`config.mk`:
```
export PLATFORM = sky130hd
export DESIGN_NAME = rsw_ctl
export DESIGN_NICKNAME = d
export VERILOG_FILES = /design/src/verilog/rsw_pkg.sv /design/src/verilog/rsw_ctl.sv
export VERILOG_INCLUDE_DIRS = /design/src /design/src/verilog
export SDC_FILE = /design/constraint.sdc
export NUM_CORES = 1
export LEC_CHECK = 0
export BUFFER_PORTS_ARGS = -buffer_cell sky130_fd_sc_hd__buf_4
export CAP_MARGIN = 15
export CORE_ASPECT_RATIO = 0.9
export CORE_MARGIN = 3
export CORE_UTILIZATION = 51
export CTS_BUF_LIST = sky130_fd_sc_hd__clkbuf_8
export DETAILED_ROUTE_END_ITERATION = 16
export PLACE_DENSITY = 0.76
export REMOVE_ABC_BUFFERS = 1
export SLEW_MARGIN = 25
export SYNTH_ARGS = -nofsm -noshare
export SYNTH_HDL_FRONTEND = slang
export SYNTH_SLANG_ARGS = --single-unit
```
`constraint.sdc`:
```
create_clock -name pclk -period 2.2 [get_ports pclk]
set_input_delay 0.44 -clock pclk [delete_from_list [all_inputs] [get_ports pclk]]
set_output_delay 0.44 -clock pclk [all_outputs]
set_load 0.02 [all_outputs]
```
`src/verilog/rsw_defs.svh`:
```
`ifndef RSW_DEFS_SVH
`define RSW_DEFS_SVH

// Register byte offsets
`define RSW_OFF_CONFIG 12'h000
`define RSW_OFF_OPTION 12'h004
`define RSW_OFF_SERVICE 12'h008
`define RSW_OFF_TEST 12'h00c
`define RSW_OFF_STATUS 12'h010

// Field positions
`define RSW_CFG_WDOG_DISABLE 2
`define RSW_OPT_RATE_LO 0
`define RSW_OPT_CMON_EN 3
`define RSW_TEST_INHIBIT 0

// Reset values
`define RSW_OPTION_RESET 8'h00

// Service key values
`define RSW_KEY_ARM 8'h55
`define RSW_KEY_CLEAR 8'haa

// Restart vector addresses
`define RSW_VEC_NORM_POR 16'hfffe
`define RSW_VEC_NORM_CMON 16'hfffc
`define RSW_VEC_NORM_WDOG 16'hfffa
`define RSW_VEC_SPEC_POR 16'hbffe
`define RSW_VEC_SPEC_CMON 16'hbffc
`define RSW_VEC_SPEC_WDOG 16'hbffa

// Timing counts in E-clock cycles; the watchdog base is given as log2 of its cycle count
`define RSW_POR_WAIT_CYC 12'd4064
`define RSW_DRIVE_CYC 12'd4
`define RSW_SETTLE_CYC 12'd2
`define RSW_SYNC_LAG 12'd2
`define RSW_OPT_WINDOW 12'd64
`define RSW_WDOG_BASE_LOG2 15

`endif

```
`src/verilog/rsw_pkg.sv`:
```
package rsw_pkg;

    typedef enum logic [3:0] {
        RSW_ST_POR_WAIT = 4'b0000,
        RSW_ST_HOLD = 4'b0001,
        RSW_ST_DRIVE = 4'b0010,
        RSW_ST_SETTLE = 4'b0011,
        RSW_ST_SAMPLE = 4'b0100,
        RSW_ST_FETCH_HI = 4'b0101,
        RSW_ST_FETCH_LO = 4'b0110,
        RSW_ST_LOAD = 4'b0111,
        RSW_ST_RUN = 4'b1000
    } rsw_state_type;

    typedef enum logic [1:0] {
        RSW_CAUSE_POR = 2'b00,
        RSW_CAUSE_EXT = 2'b01,
        RSW_CAUSE_WDOG = 2'b10,
        RSW_CAUSE_CMON = 2'b11
    } rsw_cause_type;

    typedef struct packed {
        logic req;
        logic [15:0] addr;
    } rsw_fetch_type;

endpackage : rsw_pkg

```
`src/verilog/rsw_ctl.sv`:
```
// Design decisions made here: the placing of the registers and the APB register port.
`timescale 1ns/100ps
`include "rsw_defs.svh"

module rsw_ctl
    import rsw_pkg::*;
#(
    parameter int WDOG_BASE_LOG2 = `RSW_WDOG_BASE_LOG2,
    parameter logic [7:0] CONFIG_RESET = 8'h00
) (
    input wire logic pclk,
    input wire logic presetn,
    input wire logic psel,
    input wire logic penable,
    input wire logic pwrite,
    input wire logic [11:0] paddr,
    input wire logic [31:0] pwdata,
    output logic [31:0] prdata,
    output logic pready,
    output logic pslverr,
    input wire logic rst_pin_in,
    output logic rst_pin_out,
    output logic rst_pin_oe_n,
    input wire logic special_mode_pin,
    input wire logic clk_fail,
    output logic core_hold,
    output rsw_fetch_type fetch,
    input wire logic [7:0] fetch_data,
    output logic pc_load,
    output logic [15:0] pc_value
);

    // ==========================================================
    // Functions
    function automatic logic [15:0] vec_base(input rsw_cause_type c, input logic spec);
        logic [15:0] v;
        v = spec ? `RSW_VEC_SPEC_POR : `RSW_VEC_NORM_POR;
        if (c == RSW_CAUSE_CMON) begin
            v = spec ? `RSW_VEC_SPEC_CMON : `RSW_VEC_NORM_CMON;
        end else if (c == RSW_CAUSE_WDOG) begin
            v = spec ? `RSW_VEC_SPEC_WDOG : `RSW_VEC_NORM_WDOG;
        end
        return v;
    endfunction : vec_base

    function automatic logic [21:0] wdog_limit(input logic [1:0] rate);
        return 22'(22'h1 << (WDOG_BASE_LOG2 + 2 * int'(rate)));
    endfunction : wdog_limit

    // ==========================================================
    // Synchronisers
    logic [1:0] pin_sync;
    logic [1:0] mode_sync;
    logic [1:0] fail_sync;
    wire pin_s = pin_sync[1];
    wire mode_s = mode_sync[1];
    wire fail_s = fail_sync[1];

    always_ff @(posedge pclk or negedge presetn) begin
        if (!presetn) begin
            pin_sync <= 2'h3;
            mode_sync <= 2'h0;
            fail_sync <= 2'h0;
        end else begin
            pin_sync <= {pin_sync[0], rst_pin_in};
            mode_sync <= {mode_sync[0], special_mode_pin};
            fail_sync <= {fail_sync[0], clk_fail};
        end
    end

    // ==========================================================
    // Registers and state
    rsw_state_type state;
    rsw_state_type next_state;
    rsw_cause_type cause;
    logic [11:0] cnt;
    logic special;
    logic [7:0] config_reg;
    logic config_locked;
    logic [7:0] option_reg;
    logic option_locked;
    logic [11:0] run_cnt;
    logic test_reset_inhibit;
    logic [21:0] wdog_cnt;
    logic wdog_armed;
    logic [7:0] vec_hi;

    // ==========================================================
    // APB decode
    wire setup = psel && !penable;
    wire wr_en = psel && penable && pready && pwrite && !pslverr;
    wire sel_cfg = paddr == `RSW_OFF_CONFIG;
    wire sel_opt = paddr == `RSW_OFF_OPTION;
    wire sel_svc = paddr == `RSW_OFF_SERVICE;
    wire sel_tst = paddr == `RSW_OFF_TEST;
    wire sel_sta = paddr == `RSW_OFF_STATUS;
    wire mapped = sel_cfg || sel_opt || sel_svc || sel_tst || sel_sta;
    wire [7:0] wbyte = pwdata[7:0];
    wire [31:0] rd_mux = sel_cfg ? {24'h0, config_reg} :
                         sel_opt ? {24'h0, option_reg} :
                         sel_tst ? {31'h0, test_reset_inhibit} :
                         sel_sta ? {24'h0, special, wdog_armed, cause, state} : 32'h0;

    wire cfg_wr = wr_en && sel_cfg && (special || !config_locked);
    wire opt_open = special || (!option_locked && run_cnt < `RSW_OPT_WINDOW);
    wire opt_wr = wr_en && sel_opt;
    wire svc_wr = wr_en && sel_svc;
    wire tst_wr = wr_en && sel_tst && special;

    // ==========================================================
    // Watchdog and clock monitor
    wire running = state == RSW_ST_RUN;
    wire [1:0] rate = option_reg[`RSW_OPT_RATE_LO +: 2];
    wire inhibit = special && test_reset_inhibit;
    wire wdog_en = !config_reg[`RSW_CFG_WDOG_DISABLE] && !inhibit;
    wire svc_clear = svc_wr && wdog_armed && wbyte == `RSW_KEY_CLEAR;
    wire wdog_to = running && wdog_en && wdog_cnt == wdog_limit(rate) - 22'h1;
    wire cmon_to = running && option_reg[`RSW_OPT_CMON_EN] && fail_s;
    wire ext_low = running && !pin_s;
    wire trigger = wdog_to || cmon_to || ext_low;
    wire cnt_done = cnt == 12'h1;

    // ==========================================================
    // Reset sequencer
    always_comb begin
        next_state = state;
        case (state)
            RSW_ST_POR_WAIT: begin
                if (cnt_done) begin
                    next_state = RSW_ST_HOLD;
                end
            end
            RSW_ST_HOLD: begin
                if (pin_s) begin
                    next_state = RSW_ST_DRIVE;
                end
            end
            RSW_ST_DRIVE: begin
                if (cnt_done) begin
                    next_state = RSW_ST_SETTLE;
                end
            end
            RSW_ST_SETTLE: begin
                if (cnt_done) begin
                    next_state = RSW_ST_SAMPLE;
                end
            end
            RSW_ST_SAMPLE: begin
                next_state = pin_s ? RSW_ST_FETCH_HI : RSW_ST_HOLD;
            end
            RSW_ST_FETCH_HI: begin
                next_state = RSW_ST_FETCH_LO;
            end
            RSW_ST_FETCH_LO: begin
                next_state = RSW_ST_LOAD;
            end
            RSW_ST_LOAD: begin
                next_state = RSW_ST_RUN;
            end
            RSW_ST_RUN: begin
                if (trigger) begin
                    next_state = RSW_ST_DRIVE;
                end
            end
            default: begin
                next_state = RSW_ST_POR_WAIT;
            end
        endcase
    end

    wire enter_drive = next_state == RSW_ST_DRIVE && state != RSW_ST_DRIVE;
    wire enter_settle = next_state == RSW_ST_SETTLE && state != RSW_ST_SETTLE;

    // Reset-time power-on path is the only POR source
    always_ff @(posedge pclk or negedge presetn) begin
        if (!presetn) begin
            state <= RSW_ST_POR_WAIT;
            cnt <= `RSW_POR_WAIT_CYC;
        end else begin
            state <= next_state;
            if (enter_drive) begin
                cnt <= `RSW_DRIVE_CYC;
            end else if (enter_settle) begin
                cnt <= `RSW_SETTLE_CYC + `RSW_SYNC_LAG;
            end else if (cnt != 12'h0) begin
                cnt <= cnt - 12'h1;
            end
        end
    end

    // Cause tracking
    always_ff @(posedge pclk or negedge presetn) begin
        if (!presetn) begin
            cause <= RSW_CAUSE_POR;
        end else if (running && trigger) begin
            cause <= wdog_to ? RSW_CAUSE_WDOG : cmon_to ? RSW_CAUSE_CMON : RSW_CAUSE_EXT;
        end else if (state == RSW_ST_SAMPLE && !pin_s) begin
            cause <= RSW_CAUSE_EXT;
        end
    end

    // Mode captured at each reset entry
    always_ff @(posedge pclk or negedge presetn) begin
        if (!presetn) begin
            special <= 1'b0;
        end else if (state == RSW_ST_POR_WAIT || enter_drive) begin
            special <= mode_s;
        end
    end

    // ==========================================================
    // Pin and core outputs
    always_ff @(posedge pclk or negedge presetn) begin
        if (!presetn) begin
            rst_pin_out <= 1'b0;
            rst_pin_oe_n <= 1'b1;
            core_hold <= 1'b1;
        end else begin
            rst_pin_out <= 1'b0;
            rst_pin_oe_n <= next_state != RSW_ST_DRIVE;
            core_hold <= next_state != RSW_ST_RUN && next_state != RSW_ST_FETCH_HI
                && next_state != RSW_ST_FETCH_LO && next_state != RSW_ST_LOAD;
        end
    end

    // ==========================================================
    // Vector fetch
    always_ff @(posedge pclk or negedge presetn) begin
        if (!presetn) begin
            fetch <= '0;
            vec_hi <= 8'h0;
            pc_load <= 1'b0;
            pc_value <= 16'h0;
        end else begin
            fetch.req <= next_state == RSW_ST_FETCH_HI || next_state == RSW_ST_FETCH_LO;
            if (next_state == RSW_ST_FETCH_HI) begin
                fetch.addr <= vec_base(state == RSW_ST_SAMPLE && !pin_s ? RSW_CAUSE_EXT : cause,
                    special);
            end else if (next_state == RSW_ST_FETCH_LO) begin
                fetch.addr <= fetch.addr | 16'h1;
            end
            if (state == RSW_ST_FETCH_LO) begin
                vec_hi <= fetch_data;
            end
            pc_load <= state == RSW_ST_LOAD;
            if (state == RSW_ST_LOAD) begin
                pc_value <= {vec_hi, fetch_data};
            end
        end
    end

    // ==========================================================
    // Control registers
    always_ff @(posedge pclk or negedge presetn) begin
        if (!presetn) begin
            config_reg <= CONFIG_RESET;
            config_locked <= 1'b0;
            option_reg <= `RSW_OPTION_RESET;
            option_locked <= 1'b0;
            run_cnt <= 12'h0;
            test_reset_inhibit <= 1'b0;
        end else if (!running) begin
            config_locked <= 1'b0;
            option_reg <= `RSW_OPTION_RESET;
            option_locked <= 1'b0;
            run_cnt <= 12'h0;
            test_reset_inhibit <= mode_s;
        end else begin
            if (cfg_wr) begin
                config_reg <= wbyte;
                config_locked <= 1'b1;
            end
            if (opt_wr) begin
                option_reg <= opt_open ? wbyte : {option_reg[7:4], wbyte[3], option_reg[2:0]};
                option_locked <= option_locked || opt_open;
            end
            if (run_cnt < `RSW_OPT_WINDOW) begin
                run_cnt <= run_cnt + 12'h1;
            end
            if (tst_wr) begin
                test_reset_inhibit <= wbyte[`RSW_TEST_INHIBIT];
            end
        end
    end

    // Watchdog counter and service key
    always_ff @(posedge pclk or negedge presetn) begin
        if (!presetn) begin
            wdog_cnt <= 22'h0;
            wdog_armed <= 1'b0;
        end else if (!running || svc_clear || !wdog_en) begin
            wdog_cnt <= 22'h0;
            wdog_armed <= 1'b0;
        end else begin
            wdog_cnt <= wdog_cnt + 22'h1;
            if (svc_wr) begin
                wdog_armed <= wbyte == `RSW_KEY_ARM;
            end
        end
    end

    // ==========================================================
    // APB answer
    always_ff @(posedge pclk or negedge presetn) begin
        if (!presetn) begin
            pready <= 1'b0;
            pslverr <= 1'b0;
            prdata <= 32'h0;
        end else begin
            pready <= setup;
            pslverr <= setup && !mapped;
            if (setup) begin
                prdata <= pwrite ? 32'h0 : rd_mux;
            end
        end
    end
endmodule : rsw_ctl

```
-- After elaboration in Yosys (flattened, before gate mapping)
Cells that the tools add are included.
- register bits: 157
- latch bits: 0
- RAM bits: 0
- memory bits (read-only): 0
- input bits: 60
- memories: 0
- add/sub/neg operators: 5
- $mul: 0
- div/mod/pow operators: 0
- $lt $le $gt $ge: 1
- eq/ne operators: 34
- shift-type cells: 1
- muxes and demuxes: 40
- bitwise gates (word level): 0
- reductions and logical operators: 60
- operators by type and width (kind ; count):
    2-to-1 mux 15 bit ; 5
    2-to-1 mux 8 bit ; 8
    2-to-1 mux 12 bit ; 5
    case mux 4 bit (9 select lines) ; 1
    logical AND 1 bit ; 29
    == test 12 x 4 -> 1 bit (second input constant) ; 2
    == test 4 x 3 -> 1 bit (second input constant) ; 6
    adder 22 x 1 -> 22 bit (second input constant) ; 1
    == test 22 bit ; 1
    2-to-1 mux 22 bit ; 1
    left shift 1 x 5 -> 22 bit (first input constant) ; 1
    subtractor 22 x 1 -> 22 bit (second input constant) ; 1
    2-to-1 mux 4 bit ; 5
    == test 4 x 2 -> 1 bit (second input constant) ; 4
    2-to-1 mux 16 bit ; 1
    logical OR 1 bit ; 13
    adder 12 x 1 -> 12 bit (second input constant) ; 1
    == test 12 x 1 -> 1 bit (second input constant) ; 1
    == test 12 x 3 -> 1 bit (second input constant) ; 1
    == test 12 x 5 -> 1 bit (second input constant) ; 1
    logical NOT 12 bit ; 1
    less-than comparator 12 x 7 -> 1 bit (second input constant) ; 1
    != test 4 x 2 -> 1 bit (second input constant) ; 3
    != test 4 x 3 -> 1 bit (second input constant) ; 3
    other kinds (19) ; 45

-- Depth between registers and ports, before layout
Gate-level depths: netlist of the first run.
- word-level depth: 13
- gate-level depth with buffers: 8

-- Worst setup path after synthesis of the first run
No wires, ideal clock.
- path type: input-to-reg
- from: input port paddr[0]
- to: register option_reg[0]
- arrival: 2.438 ns
- required time: 2.064 ns
- setup slack: -0.374 ns
- stages on the path: 6
- path buffers: 1
- cells stage by stage: or4_4 or4_4 buf_6 nor4_4 mux2i_1 nor2_2
- longest elaborated chain between the ends: 4
- ends and longest elaborated chain (what ; line ; source):
    from (decl) ; rsw_ctl.sv:16 ; input wire logic [11:0] paddr,
    == test 12 x 3 -> 1 bit (no line) ; -- ;
    logical AND 1 bit ; rsw_ctl.sv:106 ; wire opt_wr = wr_en && sel_opt;
    != test 2 bit (no line) ; -- ;
    AND reduction 2 bit (no line) ; -- ;
    to (signal assigned) ; rsw_ctl.sv:258 ; option_reg <= `RSW_OPTION_RESET;
    to (signal assigned) ; rsw_ctl.sv:264 ; option_reg <= `RSW_OPTION_RESET;
    to (signal assigned) ; rsw_ctl.sv:274 ; option_reg <= opt_open ? wbyte : {option_reg[7:4], wbyte[3], option_reg[2:0]};
    to (decl) ; rsw_ctl.sv:80 ; logic [7:0] option_reg;
Every way passes these cells.
A chain may end at the register's enable or synchronous reset.

-- Worst setup path after layout of the first run
- from: register cnt[1]
- to: register special
- longest elaborated chain between the ends: 6
- ends and longest elaborated chain (what ; line ; source):
    from (decl) ; rsw_ctl.sv:76 ; logic [11:0] cnt;
    from (signal assigned) ; rsw_ctl.sv:178 ; cnt <= `RSW_POR_WAIT_CYC;
    from (signal assigned) ; rsw_ctl.sv:182 ; cnt <= `RSW_DRIVE_CYC;
    from (signal assigned) ; rsw_ctl.sv:184 ; cnt <= `RSW_SETTLE_CYC + `RSW_SYNC_LAG;
    == test 12 x 1 -> 1 bit (*) ; rsw_ctl.sv:121 ; wire cnt_done = cnt == 12'h1;
    2-to-1 mux 4 bit (on tied branches) ; rsw_ctl.sv:144, rsw_ctl.sv:129, rsw_ctl.sv:139 ;
    case mux 4 bit (9 select lines) (*) ; rsw_ctl.sv:127 ; case (state)
    == test 4 x 2 -> 1 bit (*) ; rsw_ctl.sv:171 ; wire enter_drive = next_state == RSW_ST_DRIVE && state != RSW_ST_DRIVE;
    logical AND 1 bit (*) ; rsw_ctl.sv:171 ;
    logical OR 1 bit (*) ; rsw_ctl.sv:206 ; end else if (state == RSW_ST_POR_WAIT || enter_drive) begin
    to (signal assigned) ; rsw_ctl.sv:207 ; special <= mode_s;
    to (decl) ; rsw_ctl.sv:77 ; logic special;
Mark *: on every way between the ends. The rest lies on a longest branch, timed or not.

==> results of run 1 <==
[worst paths after layout]
path                                        startpoint                         to  slack [ns]  cells past startpoint
worst min-delay path                  special_mode_pin     mode_sync[0]$_DFF_PN0_        0.12                      1
max in group asynchronous                      presetn         cnt[9]$_DFFE_PN1P_        1.02                      3
worst min register to register  fail_sync[0]$_DFF_PN0_     fail_sync[1]$_DFF_PN0_        0.35                      0
worst max register to register      cnt[1]$_DFFE_PN0P_        special$_DFFE_PN0P_       -0.05                      7
min in group asynchronous                      presetn  option_reg[6]$_DFFE_PN0P_        0.45                      2
worst max-delay path                cnt[1]$_DFFE_PN0P_        special$_DFFE_PN0P_       -0.05                      7
[critical path: cells and delay by family (launching register included)]
kind / cells / cell delay (ns)
adder cells (fa/ha/maj): 1 / 0.13
AO/OA/AOI/OAI: 2 / 0.48
buffers and inverters: 1 / 0.06
AND/OR/NAND/NOR: 3 / 1.06
flip-flops: 1 / 0.39
[layer usage]
metal  track usage  routed length, µm  part of all wire
met1         0.260               5520              0.43
met2         0.342               6170              0.48
met3        0.0649               1010             0.078
met4        0.0736                167             0.013
met5             0                  0                 0
[area by class of cell]
class,instances,share of cell area
Clock buffer,21,0.0396
Clock inverter,11,0.0140
Inverter,14,0.00719
Multi-Input combinational cell,378,0.355
Sequential cell,122,0.420
Tap cell,152,0.0260
Timing Repair Buffer,131,0.139
[power groups by stage]
stage | combinational, W | clock [W] | sequential [W]
floorplan | 0.0000665 | 0 | 0.00233
global placement | 0.000218 | 0 | 0.00231
detailed placement | 0.000223 | 0 | 0.00231
CTS | 0.000225 | 0.00198 | 0.00227
global route | 0.000247 | 0.00209 | 0.00227
finish | 0.000224 | 0.00195 | 0.00227
[layout by cell type, fill, tap and decap left out, types with 3 or more instances in the layout]
master,count
buf_4,127
dfrtp_1,111
nor2_1,63
mux2_2,32
nand2_1,31
conb_1,25
clkbuf_8,21
o21ai_0,18
xnor2_1,18
xor2_1,17
inv_1,15
nand3_1,15
mux2i_1,12
nor3_1,11
dfstp_2,11
a21oi_1,10
nand2b_1,9
and3_1,8
and2_1,7
nand4_1,7
nor2_2,7
a222oi_1,7
clkinv_2,7
or2_2,6
or4_4,5
nor4_1,5
ha_1,5
or3_1,4
and4_1,4
nor4b_2,3
nand3b_1,3
a21o_1,3
nor4bb_1,3
[cells by family after synthesis]
logic type / Yosys count
xor gates and xnor gates: 35
and+or+nand+nor: 208
AOI/OAI and AO/OA: 61
muxes: 44
buffers and inverters: 73
adders and majority gates: 5
other: 1
DFF: 122
[timing repair]
item,4_1_cts,5_1_grt
hold endpoints to repair,21,0
endpoints found under the setup margin,14,32
gates resized for setup,12,3
hold buffers,1,0
buffers inserted,3,1
pin swaps,3,2
[metrics by stage]
| step | setup TNS, ns | std cells | power (W) |
|---|---|---|---|
| 2_1_floorplan | -15.12 | 514 | 0.00239 |
| 3_3_place_gp | -15.85 | 792 | 0.00253 |
| 5_1_grt | -0.738 | 829 | 0.00461 |
| 4_1_cts | -0.0748 | 828 | 0.00448 |
| 6_report | -0.0451 | 829 | 0.00444 |
| 3_5_place_dp | -18.72 | 792 | 0.00253 |
==> results, run 1 <==
- The portion of total power attributed to the clock network is 0.438.
- The count of distinct cell types in the synthesized netlist is 63.
- The wire-length estimate of the detail-placed layout is 9010 µm.
- The number of vias in the routed layout is 4467.
- The delay of the slowest cell on the worst path is 0.49 ns.
- The detailed router finished its first iteration with 276 violations.
- The H-tree depth reported by CTS is 4.
- Counting flops per register, the top entry is wdog_cnt.
- The peak ir drop on the vdd network is 641 µV.
- Of the total synthesized cell area, the portion taken by full adders, half adders and majority gates is 0.0106.
- The die outline area is 13000 µm².
- The repair_antennas step left the layout with diodes totalling 0.
- The average cell area after synthesis is 10.8 µm².
- The total clock buffers created by CTS is 17.
- The synthesis-to-layout area growth is 23.2%.
- The power per cell area is 608 nW/µm².
- The chip height is 108 µm.
- The clock-pin slew reported for the worst setup and hold paths after clock tree synthesis is 0.07 ns.
- Counting flops with a built-in enable in the synthesized netlist gives 0.
- Setup violations remaining at the end of the flow were counted as 1.
- The critical path in this run is classified as flop to flop.
- After detailed routing, the number of remaining DRC violations is 0.
- The number of maximum-capacitance violations is 0.
- After synthesis, the cell types taking the most area are dfrtp_1 47%, mux2_2 6.1%, dfstp_2 4.9%.
- The number of antenna violations at the first check in global routing is 0.
- In the final design database the tool counted 729 nets.
- The worst path required time is 2.52 ns.
- The dominant cell by count in the synthesized netlist is dfrtp_1.
- The final clock period utilization by the worst path is 1.02.
- For this design the static power due to leakage is 3.42 nW.
- The critical path's slowest cell is or4_4.
- The post-detailed-routing wire length is 12900 µm.
- The cell count after synthesis came out at 549.
- Ranked by instance count, the synthesized netlist is headed by 111 x dfrtp_1, 63 x nor2_1, 38 x buf_4.
- The clock passes through at most 2 buffers.
- The share of total power consumed by net switching is 0.224.
- The port buffer count is 81.
- Once detail routing completed, the nets flagged for antenna violations numbered 0.
- Timing analysis after detailed placement gives a worst setup slack of -0.433 ns.
- Setup repair after global routing could not meet its margin everywhere.
- The die is 120 µm wide.
- In the routed layout, each cell is associated on average with a via count of 5.39.
- Entering global routing, the biggest net connects 79 pins.
- For this run the aggregate overflow at the end of global routing stands at 0.
- The simple-gate area share of the yosys netlist is 0.192.
- The portion of the post-synthesis area used by sequential elements is 0.517.
- The clock network latency to the later pin of the worst-skew pair is 0.43 ns.
- The most used flip-flop cell after synthesis is dfrtp_1.
- The sort of element at the start of the critical path is a flop.
- The first global-routing pass estimated 21500 µm of wire.
- The number of max-slew violations in the final report came to 0.
- The number of sinks handled by clock tree synthesis is 122.
- The mean routed wirelength per cell is 15.5 µm.
- Registers take 3070 µm².
- Summing all non-filler instances in the final layout gives an area of 7310 µm².
- The overall global routing resource usage is 0.207.
- During synthesis, Yosys emitted a total of 0 warnings.
- Once placement finished, the instance area stood at 6810 µm².
- The classification of the worst-slack hold path is input port to flop.
- The number of global-route vias before repair came to 4552.
- Walking the worst path, the cells encountered are inv_2 -> ha_1 -> or3b_4 -> or4_4 -> and3_4 -> o221a_2 -> a311o_1.
- The number of I/O pins is 131.
- Of the total synthesized cell area, the portion taken by XOR and XNOR cells is 0.0517.
- TritonCTS built the clock tree.
- The setup slack after layout is -0.0451 ns.
- The analysis attributes to net switching a power of 0.000993 W.
- In the final layout, the multi-input gates occupy 2590 µm².
- The worst path in the final design needs a cycle of 2.25 ns, including I/O delays and setup.
- The share of total power dissipated in sequential elements is 0.512.
- Of the post-synthesis cell area, the dominant cell type holds 0.469.
- The total standard cell area after synthesis is 5930 µm².
- For the pin with the worst max-slew slack, the measured transition is 0.647 ns.
- The total internal power is 0.00345 W.
- Along the worst path, the maximum fanout reaches 4.
- The worst setup path is captured at a flop.
- The congestion estimate from routability-driven global placement came to 0.818.
- The compound-gate portion of the synthesized area is 0.0753.
- The clock arrives with 0.0128 ns of skew.
- The multiplexer share of the synthesized area is 0.0810.
- The combinational family with the most area after synthesis is simple AND/OR/NAND/NOR gates.
- Data arrives at the worst endpoint at 2.56 ns.
- Hold timing on the final database bottoms out at a slack of 0.119 ns.
- The number of flip-flops and latches in the synthesized netlist is 122.
- Of all flip-flops after synthesis, the portion carrying an async set or reset was 1.00.
- The post-route core utilization is 0.659.
- The highest achievable clock rate is 445 MHz.
- The first detailed-routing pass took 6 iterations.
- The total count of hold-check failures in the final report was 0.
- The proportion of layout cells with a drive suffix above 1 is 0.352.
- The worst relative slew slack is 0.565.
- The portion of total power attributed to combinational logic is 0.050.
- The floorplan core area is 11100 µm².
- Counting the fill cells in the layout gives 855.
- The largest registers in the layout are wdog_cnt x22, pc_value x16.
- The buffer type at the clock tree root is clkbuf_8.
- The final reports fail on negative setup slack.
- The effective utilization at floorplan is 0.535.
- The number of placement rows is 36.
- The number of flip-flops under the largest register name is 22.
- The flow ran to the end, but the final reports show violations.
- The biggest area contributor in the post-synthesis netlist is dfrtp_1.
(Power assumes the default switching activity.)
==> run 2: changes to the inputs <==
==> constraint.sdc (replaced) <==
create_clock -name pclk -period 2.2 [get_ports pclk]
set_input_delay 0.22 -clock pclk [delete_from_list [all_inputs] [get_ports pclk]]
set_output_delay 0.22 -clock pclk [all_outputs]
set_load 0.02 [all_outputs]
==> run 2 against run 1 <==
The flow still finishes with violations (negative setup slack). Sequential cell count stayed put. Routed wire length is 1.2% lower. First-iteration DRC count is 2.5% lower. Sequential share of layout area is 0.25 points lower. Cell count is 0.48% lower. Non-clock buffer count is 4 lower. Critical path depth is 2 lower. Hold slack worse by 0.082 ns. Clock skew hardly changed.
==> results, run 2 (synthesis results as in run 1) <==
- The flow ran to the end, but the final reports show violations.
- The final reports fail on negative setup slack.
- The number of detailed-routing iterations run before antenna repair is 5.
- The buffer type at the clock tree root is clkbuf_8.
- In the routed design, unresolved DRC markers number 0.
- The number of placement rows is 36.
- The global-route met2 utilization is 0.345.
- Dividing total power by cell area gives a power density of 605 nW/µm².
- Setup repair after global routing could not meet its margin everywhere.
- The remaining global-route overflow is 0.
- The die outline area is 13000 µm².
- The number of I/O pins is 131.
- The number of vias in the routed layout is 4446.
- The number of failing setup endpoints in the final timing report is 3.
- The region available for standard cell placement spans 11100 µm².
- The setup slack after layout is -0.0537 ns.
- The number of global-route vias before repair is 4450.
- Across every metal layer, demand over resource in global routing totals 0.206.
- The routed via count divided by cell count is 5.39.
- The total clock buffers created by CTS is 17.
- The leakage dissipation is 3.41 nW.
- The total count of hold-check failures in the final report is 0.
- The final cell area excluding filler cells is 7350 µm².
- The path type of the worst setup path is flop to flop.
- The synthesis-to-layout area growth is 24.0%.
- The top cell types in the final layout, fill and taps aside, are 118 x buf_4, 111 x dfrtp_1, 57 x nor2_1.
- The transition time at the pin with the least slew margin is 0.736 ns.
- In this run the most used layer during global routing was met2.
- The maximum number of pins on one net before global-route repair is 47.
- The detailed router's first-iteration violation count is 269.
- The highest achievable clock rate is 444 MHz.
- The pre-CTS setup slack is -0.234 ns.
- Ranked by flip-flop count, first place goes to wdog_cnt.
- The count of nets left with antenna violations once routing finished came out at 0.
- The number of maximum-capacitance violations is 0.
- The post-detailed-routing wire length is 12700 µm.
- The worst-case reg-to-reg path depth is 5.
- Measured along the y axis, the die boundary spans 108 µm.
- The classification of the worst-slack hold path is input port to flop.
- The worst hold path begins at fetch_data[6].
- The worst setup path is launched from a flop.
- In this run the critical register-to-register path is launched from cnt[6]$_DFFE_PN1P_.
- For met3 alone, demand over resource in global routing was 0.0722.
- After detailed routing, the average wire length per cell comes to 15.4 µm.
- The number of flip-flops under the largest register name is 22.
- The number of sinks handled by clock tree synthesis is 122.
- Clock-pin slew was measured on the worst setup and hold paths at 0.07 ns.
- The worst setup path is captured at a flop.
- The capturing point of the worst reg2reg path is special$_DFFE_PN0P_.
- Of the available clock period, the critical path in the final layout requires 1.02.
- The number of antenna violations at the first check in global routing came to 0.
- For hold timing, the worst endpoint is pc_value[6]$_DFFE_PN0P_.
- The worst relative slew slack is 0.505.
- The later pin in the worst-skew pair is clocked with a latency of 0.43 ns.
- The reg-to-reg setup timing slack is -0.05 ns.
- No sink is reached through more buffers than the 2 on the longest clock path.
- The repair_antennas step left the layout with diodes totalling 0.
- For this configuration, the core starts out at a cell density of 0.535.
- The proportion of layout cells with a drive suffix above 1 is 0.354.
- CTS built an H-tree with a depth of 4.
- Clock skew on the completed layout was measured at 0.0128 ns.
- The die width is 120 µm.
- TritonCTS built the clock tree.
- The number of max-slew violations in the final report is 0.
- For the worst setup path, the data required time is 2.51 ns.
- The placer's final routability congestion estimate is 0.782.
- The net count of the finished layout is 725.
- The largest fanout of any net on the critical path is 3.
- The data arrival at the endpoint of the critical path is 2.56 ns.
- The total half-perimeter wirelength after legalization and detailed placement is 8810 µm.
- Across the VDD grid, the largest voltage drop is 647 µV.
- The most common library cell in the layout ignoring fill and taps is buf_4.
- Along the worst hold path, the cell count comes to 2.
- The smallest hold slack is 0.0376 ns.
- The met1 demand-to-capacity share in global routing is 0.259.
- The minimum clock period is 2.25 ns.
- The placed cell area is 6790 µm².
- The largest registers in the layout are wdog_cnt x22, pc_value x16.
- The first global-routing pass estimated 21400 µm of wire.
- Buffers placed on the I/O ports in this run total 81.
==> run 2: cell types whose count changed in the layout (fill, tap and decap cells not counted), moves of 2 or more <==
| cell | change |
|---|---|
| buf_4 | -9 |
| clkbuf_8 | -3 |
| clkinv_2 | -2 |
| dlygate4sd3_1 | +3 |
| ha_1 | -2 |
| inv_1 | +3 |
| nor2_1 | -6 |
| nor2_2 | +6 |
==> run 2: timing repair <==
action | 4_1_cts | 5_1_grt
pin swaps | 6 | 3
buffers inserted | 1 | 0
endpoints found under the hold margin | 47 | 0
hold buffers | 4 | 0
resized for setup | 18 | 10
setup endpoints to repair | 15 | 15
==> run 2: worst max-delay path by stage <==
stage,from,endpoint,slack [ns]
floorplan,paddr[0],wdog_cnt[10]$_DFF_PN0_,-0.19
global placement,cnt[1]$_DFFE_PN0P_,special$_DFFE_PN0P_,-0.16
detailed placement,cnt[1]$_DFFE_PN0P_,cnt[8]$_DFFE_PN1P_,-0.23
CTS,cnt[1]$_DFFE_PN0P_,special$_DFFE_PN0P_,-0.06
global route,cnt[1]$_DFFE_PN0P_,special$_DFFE_PN0P_,-0.11
finish,cnt[6]$_DFFE_PN1P_,special$_DFFE_PN0P_,-0.05
==> run 2: area by class of cell <==
type	count	area (µm²)
clock inverters	14	141
fillers	844	3730
multi-input cells	378	2640
flip-flops and latches	122	3070
well taps	152	190
repair buffers	127	1010
clock buffers	18	248
inverters	14	52.6
==> run 2: worst max-delay path, stage by stage, from the launching register on <==
cell	delay, ns
dfstp_2	0.38
or4_4	0.55
or4_4	0.56
and3_4	0.19
o221a_4	0.21
a311o_1	0.26
==> run 2: metrics by stage <==
| step | std cells | util | total power [W] | setup TNS (ns) |
|---|---|---|---|---|
| finish | 825 | 0.663 | 0.00445 | -0.0720 |
| global route | 825 | 0.663 | 0.00464 | -0.744 |
| CTS | 825 | 0.660 | 0.00450 | -0.0914 |
| detailed placement | 788 | 0.613 | 0.00253 | -8.35 |
| global placement | 788 | 0.613 | 0.00253 | -5.66 |
| floorplan | 514 | - | 0.00239 | -6.64 |
==> run 2: power by group <==
group | leakage [nW] | internal, W | switching, W
Clock | 0.218 | 0.00112 | 0.000829
Combinational | 1.56 | 0.0000821 | 0.000143
Sequential | 1.63 | 0.00226 | 0.0000113
Total | 3.41 | 0.00346 | 0.000984
==> run 2: layer usage <==
metal / part of all wire / up-vias
met4: 0.010 / 0
met3: 0.081 / 10
met2: 0.48 / 170
li1: - / 2072
met5: 0 / -
met1: 0.42 / 2194
==> run 3: changes to the inputs <==
- MAX_ROUTING_LAYER: unset -> met4
- TNS_END_PERCENT: unset -> 1
==> run 3 against run 2 <==
The run still ends with negative setup slack left. Cell count is the same. Hold slack gained 0.0021 ns. Combinational power is essentially flat. Clock skew is essentially flat. Die area is the same. Final area shrank 0.63%. Utilization shrank 0.42 points. Total power is essentially flat. Setup slack lost 0.023 ns. Critical path depth grew 1. Fmax shrank 1.0%. Sequential share of layout area grew 0.26 points. Critical path type unchanged. Critical endpoint unchanged. Largest cell class unchanged. Highest routed layer unchanged.
==> results, run 3 (synthesis results as in run 1) <==
- The floorplan step defined a core boundary enclosing 11100 µm².
- The number of detailed-routing iterations run before antenna repair is 6.
- The most common library cell in the layout ignoring fill and taps is buf_4.
- The number of max-slew violations in the final report is 0.
- The total internal power is 0.00346 W.
- Setup repair after global routing could not meet its margin everywhere.
- The register containing the most flip-flops in the final layout is wdog_cnt.
- The total clock buffers created by CTS is 17.
- Once layout is complete, the utilization of the core stands at 0.659.
- The delay of the slowest cell on the worst path is 0.55 ns.
- The number of flip-flops under the largest register name is 22.
- The clock passes through at most 2 buffers.
- The total overflow left after global routing is 0.
- The top cell types in the final layout, fill and taps aside, are 119 x buf_4, 111 x dfrtp_1, 59 x nor2_1.
- The synthesis-to-layout area growth is 23.2%.
- For this run, design rule violations remaining after detail routing come to 0.
- The checks that failed: negative setup slack.
- Routability-driven placement finished with a final weighted congestion of 0.793.
- The signal on the critical path passes through or4_4 -> buf_4 -> o31ai_2 -> o221ai_2 -> o221a_2 -> a311o_1.
- Clock-pin slew was measured on the worst setup and hold paths at 0.07 ns.
- The routed via count divided by cell count is 5.35.
- Pin placement for this block handled 131 I/O pins.
- The net switching component of the power is 0.000984 W.
- The setup slack after layout is -0.0769 ns.
- The flow ran to the end, but the final reports show violations.
- Of the total power, the share spent switching nets is 0.221.
- Clock tree synthesis found a total of 122 sinks.
- The pre-CTS setup slack is -0.234 ns.
- The critical path's slowest cell is or4_4.
- The share of power burned in registers is 0.511.
- The total count of hold-check failures in the final report came to 0.
- Static timing analysis puts the maximum clock frequency at 439 MHz.
- The classification of the worst-slack hold path is input port to flop.
- The root buffer cell chosen for the clock tree is clkbuf_8.
- The number of inserted diodes is 0.
- The number of antenna violations at the first check in global routing is 0.
- Adding up every negative setup slack in the final design gives -0.124 ns.
- The first global-routing pass estimated 21200 µm of wire.
- The port buffer count is 81.
- In this run the remaining antenna-violating nets after routing total 0.
- The post-detailed-routing wire length is 12600 µm.
- The floorplan step set the die height to 108 µm.
- The H-tree depth reported by CTS is 4.
- The die covers 13000 µm².
- The data arrival at the endpoint of the critical path is 2.58 ns.
- The sort of element at the start of the critical path is a flop.
- The leakage dissipation is 3.39 nW.
- The largest registers in the layout are wdog_cnt x22, pc_value x16.
- The number of global-route vias before repair was 4405.
- For the worst setup path, the data required time is 2.51 ns.
- The TritonCTS clock tree is yes.
- The detailed router finished its first iteration with 272 violations.
- The mean routed wirelength per cell is 15.3 µm.
- Across the run, the number of max-cap violations was 0.
- VDD sags by at most 651 µV.
- The number of cells on the worst reg-to-reg path is 6.
- The maximum number of pins on one net before global-route repair is 47.
- The largest fanout of any net on the critical path is 6.
- The die width is 120 µm.
- The power per cell area is 609 nW/µm².
- The number of vias in the routed layout is 4416.
- The effective utilization at floorplan is 0.535.
- The clock arrives with 0.0123 ns of skew.
- The portion of total power attributed to the clock network is 0.438.
- In the finished design, the share of the clock period the worst path needs comes to 1.03.
- The worst setup path is captured at a flop.
- The worst relative slew slack is 0.602.
- The transition time at the pin with the least slew margin is 0.597 ns.
- Setup violations remaining at the end of the flow were counted as 4.
- The worst register-to-register path has a setup slack of -0.08 ns.
- Of the cells placed in the final design, the portion with a size suffix greater than 1 is 0.346.
- The number of placement rows is 36.
- The portion of total power attributed to combinational logic is 0.051.
- The path type of the worst setup path is flop to flop.
- The clock network latency to the later pin of the worst-skew pair is 0.43 ns.
- The total half-perimeter wirelength after legalization and detailed placement is 8810 µm.
- The net count of the finished layout is 725.
- The worst hold path was traced through 2 stages.
- In the global route stage, overall resource usage came out at 0.211.
- The worst path in the final design needs a cycle of 2.28 ns, including I/O delays and setup.
## run 3: metrics by stage
step,hold WS [ns],std cells,total power [W],area (µm²)
after global placement,0.259,788,0.00253,6790
after CTS,0.00788,825,0.00450,7260
after detailed placement,0.269,788,0.00253,6790
after floorplan,-0.0756,514,0.00239,5650
final,0.0397,825,0.00445,7300
after global routing,0.00171,825,0.00464,7300
## run 3: repair_timing
item,4_1_cts,5_1_grt
setup endpoints to repair,15,17
resized for setup,10,9
hold buffers,4,0
buffers inserted,1,0
hold endpoints to repair,47,0
pin swaps,4,1
## run 3: path summary, 6_finish.rpt
check,to,from
max in group asynchronous,cnt[7]$_DFFE_PN1P_,presetn
min in group asynchronous,wdog_cnt[20]$_DFF_PN0_,presetn
worst min-delay path,pc_value[6]$_DFFE_PN0P_,fetch_data[6]
worst max-delay path,special$_DFFE_PN0P_,cnt[6]$_DFFE_PN1P_
worst max register to register,special$_DFFE_PN0P_,cnt[6]$_DFFE_PN1P_
worst min register to register,fail_sync[1]$_DFF_PN0_,fail_sync[0]$_DFF_PN0_
## run 3: critical path: cells and delay by family (launching register included)
family / cells / cell delay (ns)
buffers and inverters: 1 / 0.18
AND/OR/NAND/NOR: 1 / 0.55
flip-flops: 1 / 0.37
AO/OA/AOI/OAI: 4 / 1.05
## run 3: per-layer routing
metal  global-route usage  wire length, µm  vias up  part of all wire
li1                     -                -     2077                 -
met5                    -                0        -                 0
met3               0.0732             1040       15             0.082
met4               0.0458              126        0             0.010
met1                0.264             5440     2151              0.43
met2                0.336             6030      173              0.48
## run 3: area by class of cell
type | count | area, µm²
inverters | 14 | 52.6
clock buffers | 18 | 248
repair buffers | 127 | 1000
well taps | 152 | 190
fillers | 859 | 3780
flip-flops and latches | 122 | 3070
clock inverters | 14 | 141
multi-input cells | 378 | 2600
## run 3: power by group through the flow
| stage | logic (W) | clock network [W] | registers (W) |
|---|---|---|---|
| after floorplan | 0.0000665 | 0 | 0.00233 |
| after global placement | 0.000215 | 0 | 0.00231 |
| final | 0.000225 | 0.00195 | 0.00227 |
| after global routing | 0.000247 | 0.00212 | 0.00227 |
| after detailed placement | 0.000220 | 0 | 0.00231 |
| after CTS | 0.000227 | 0.00200 | 0.00227 |
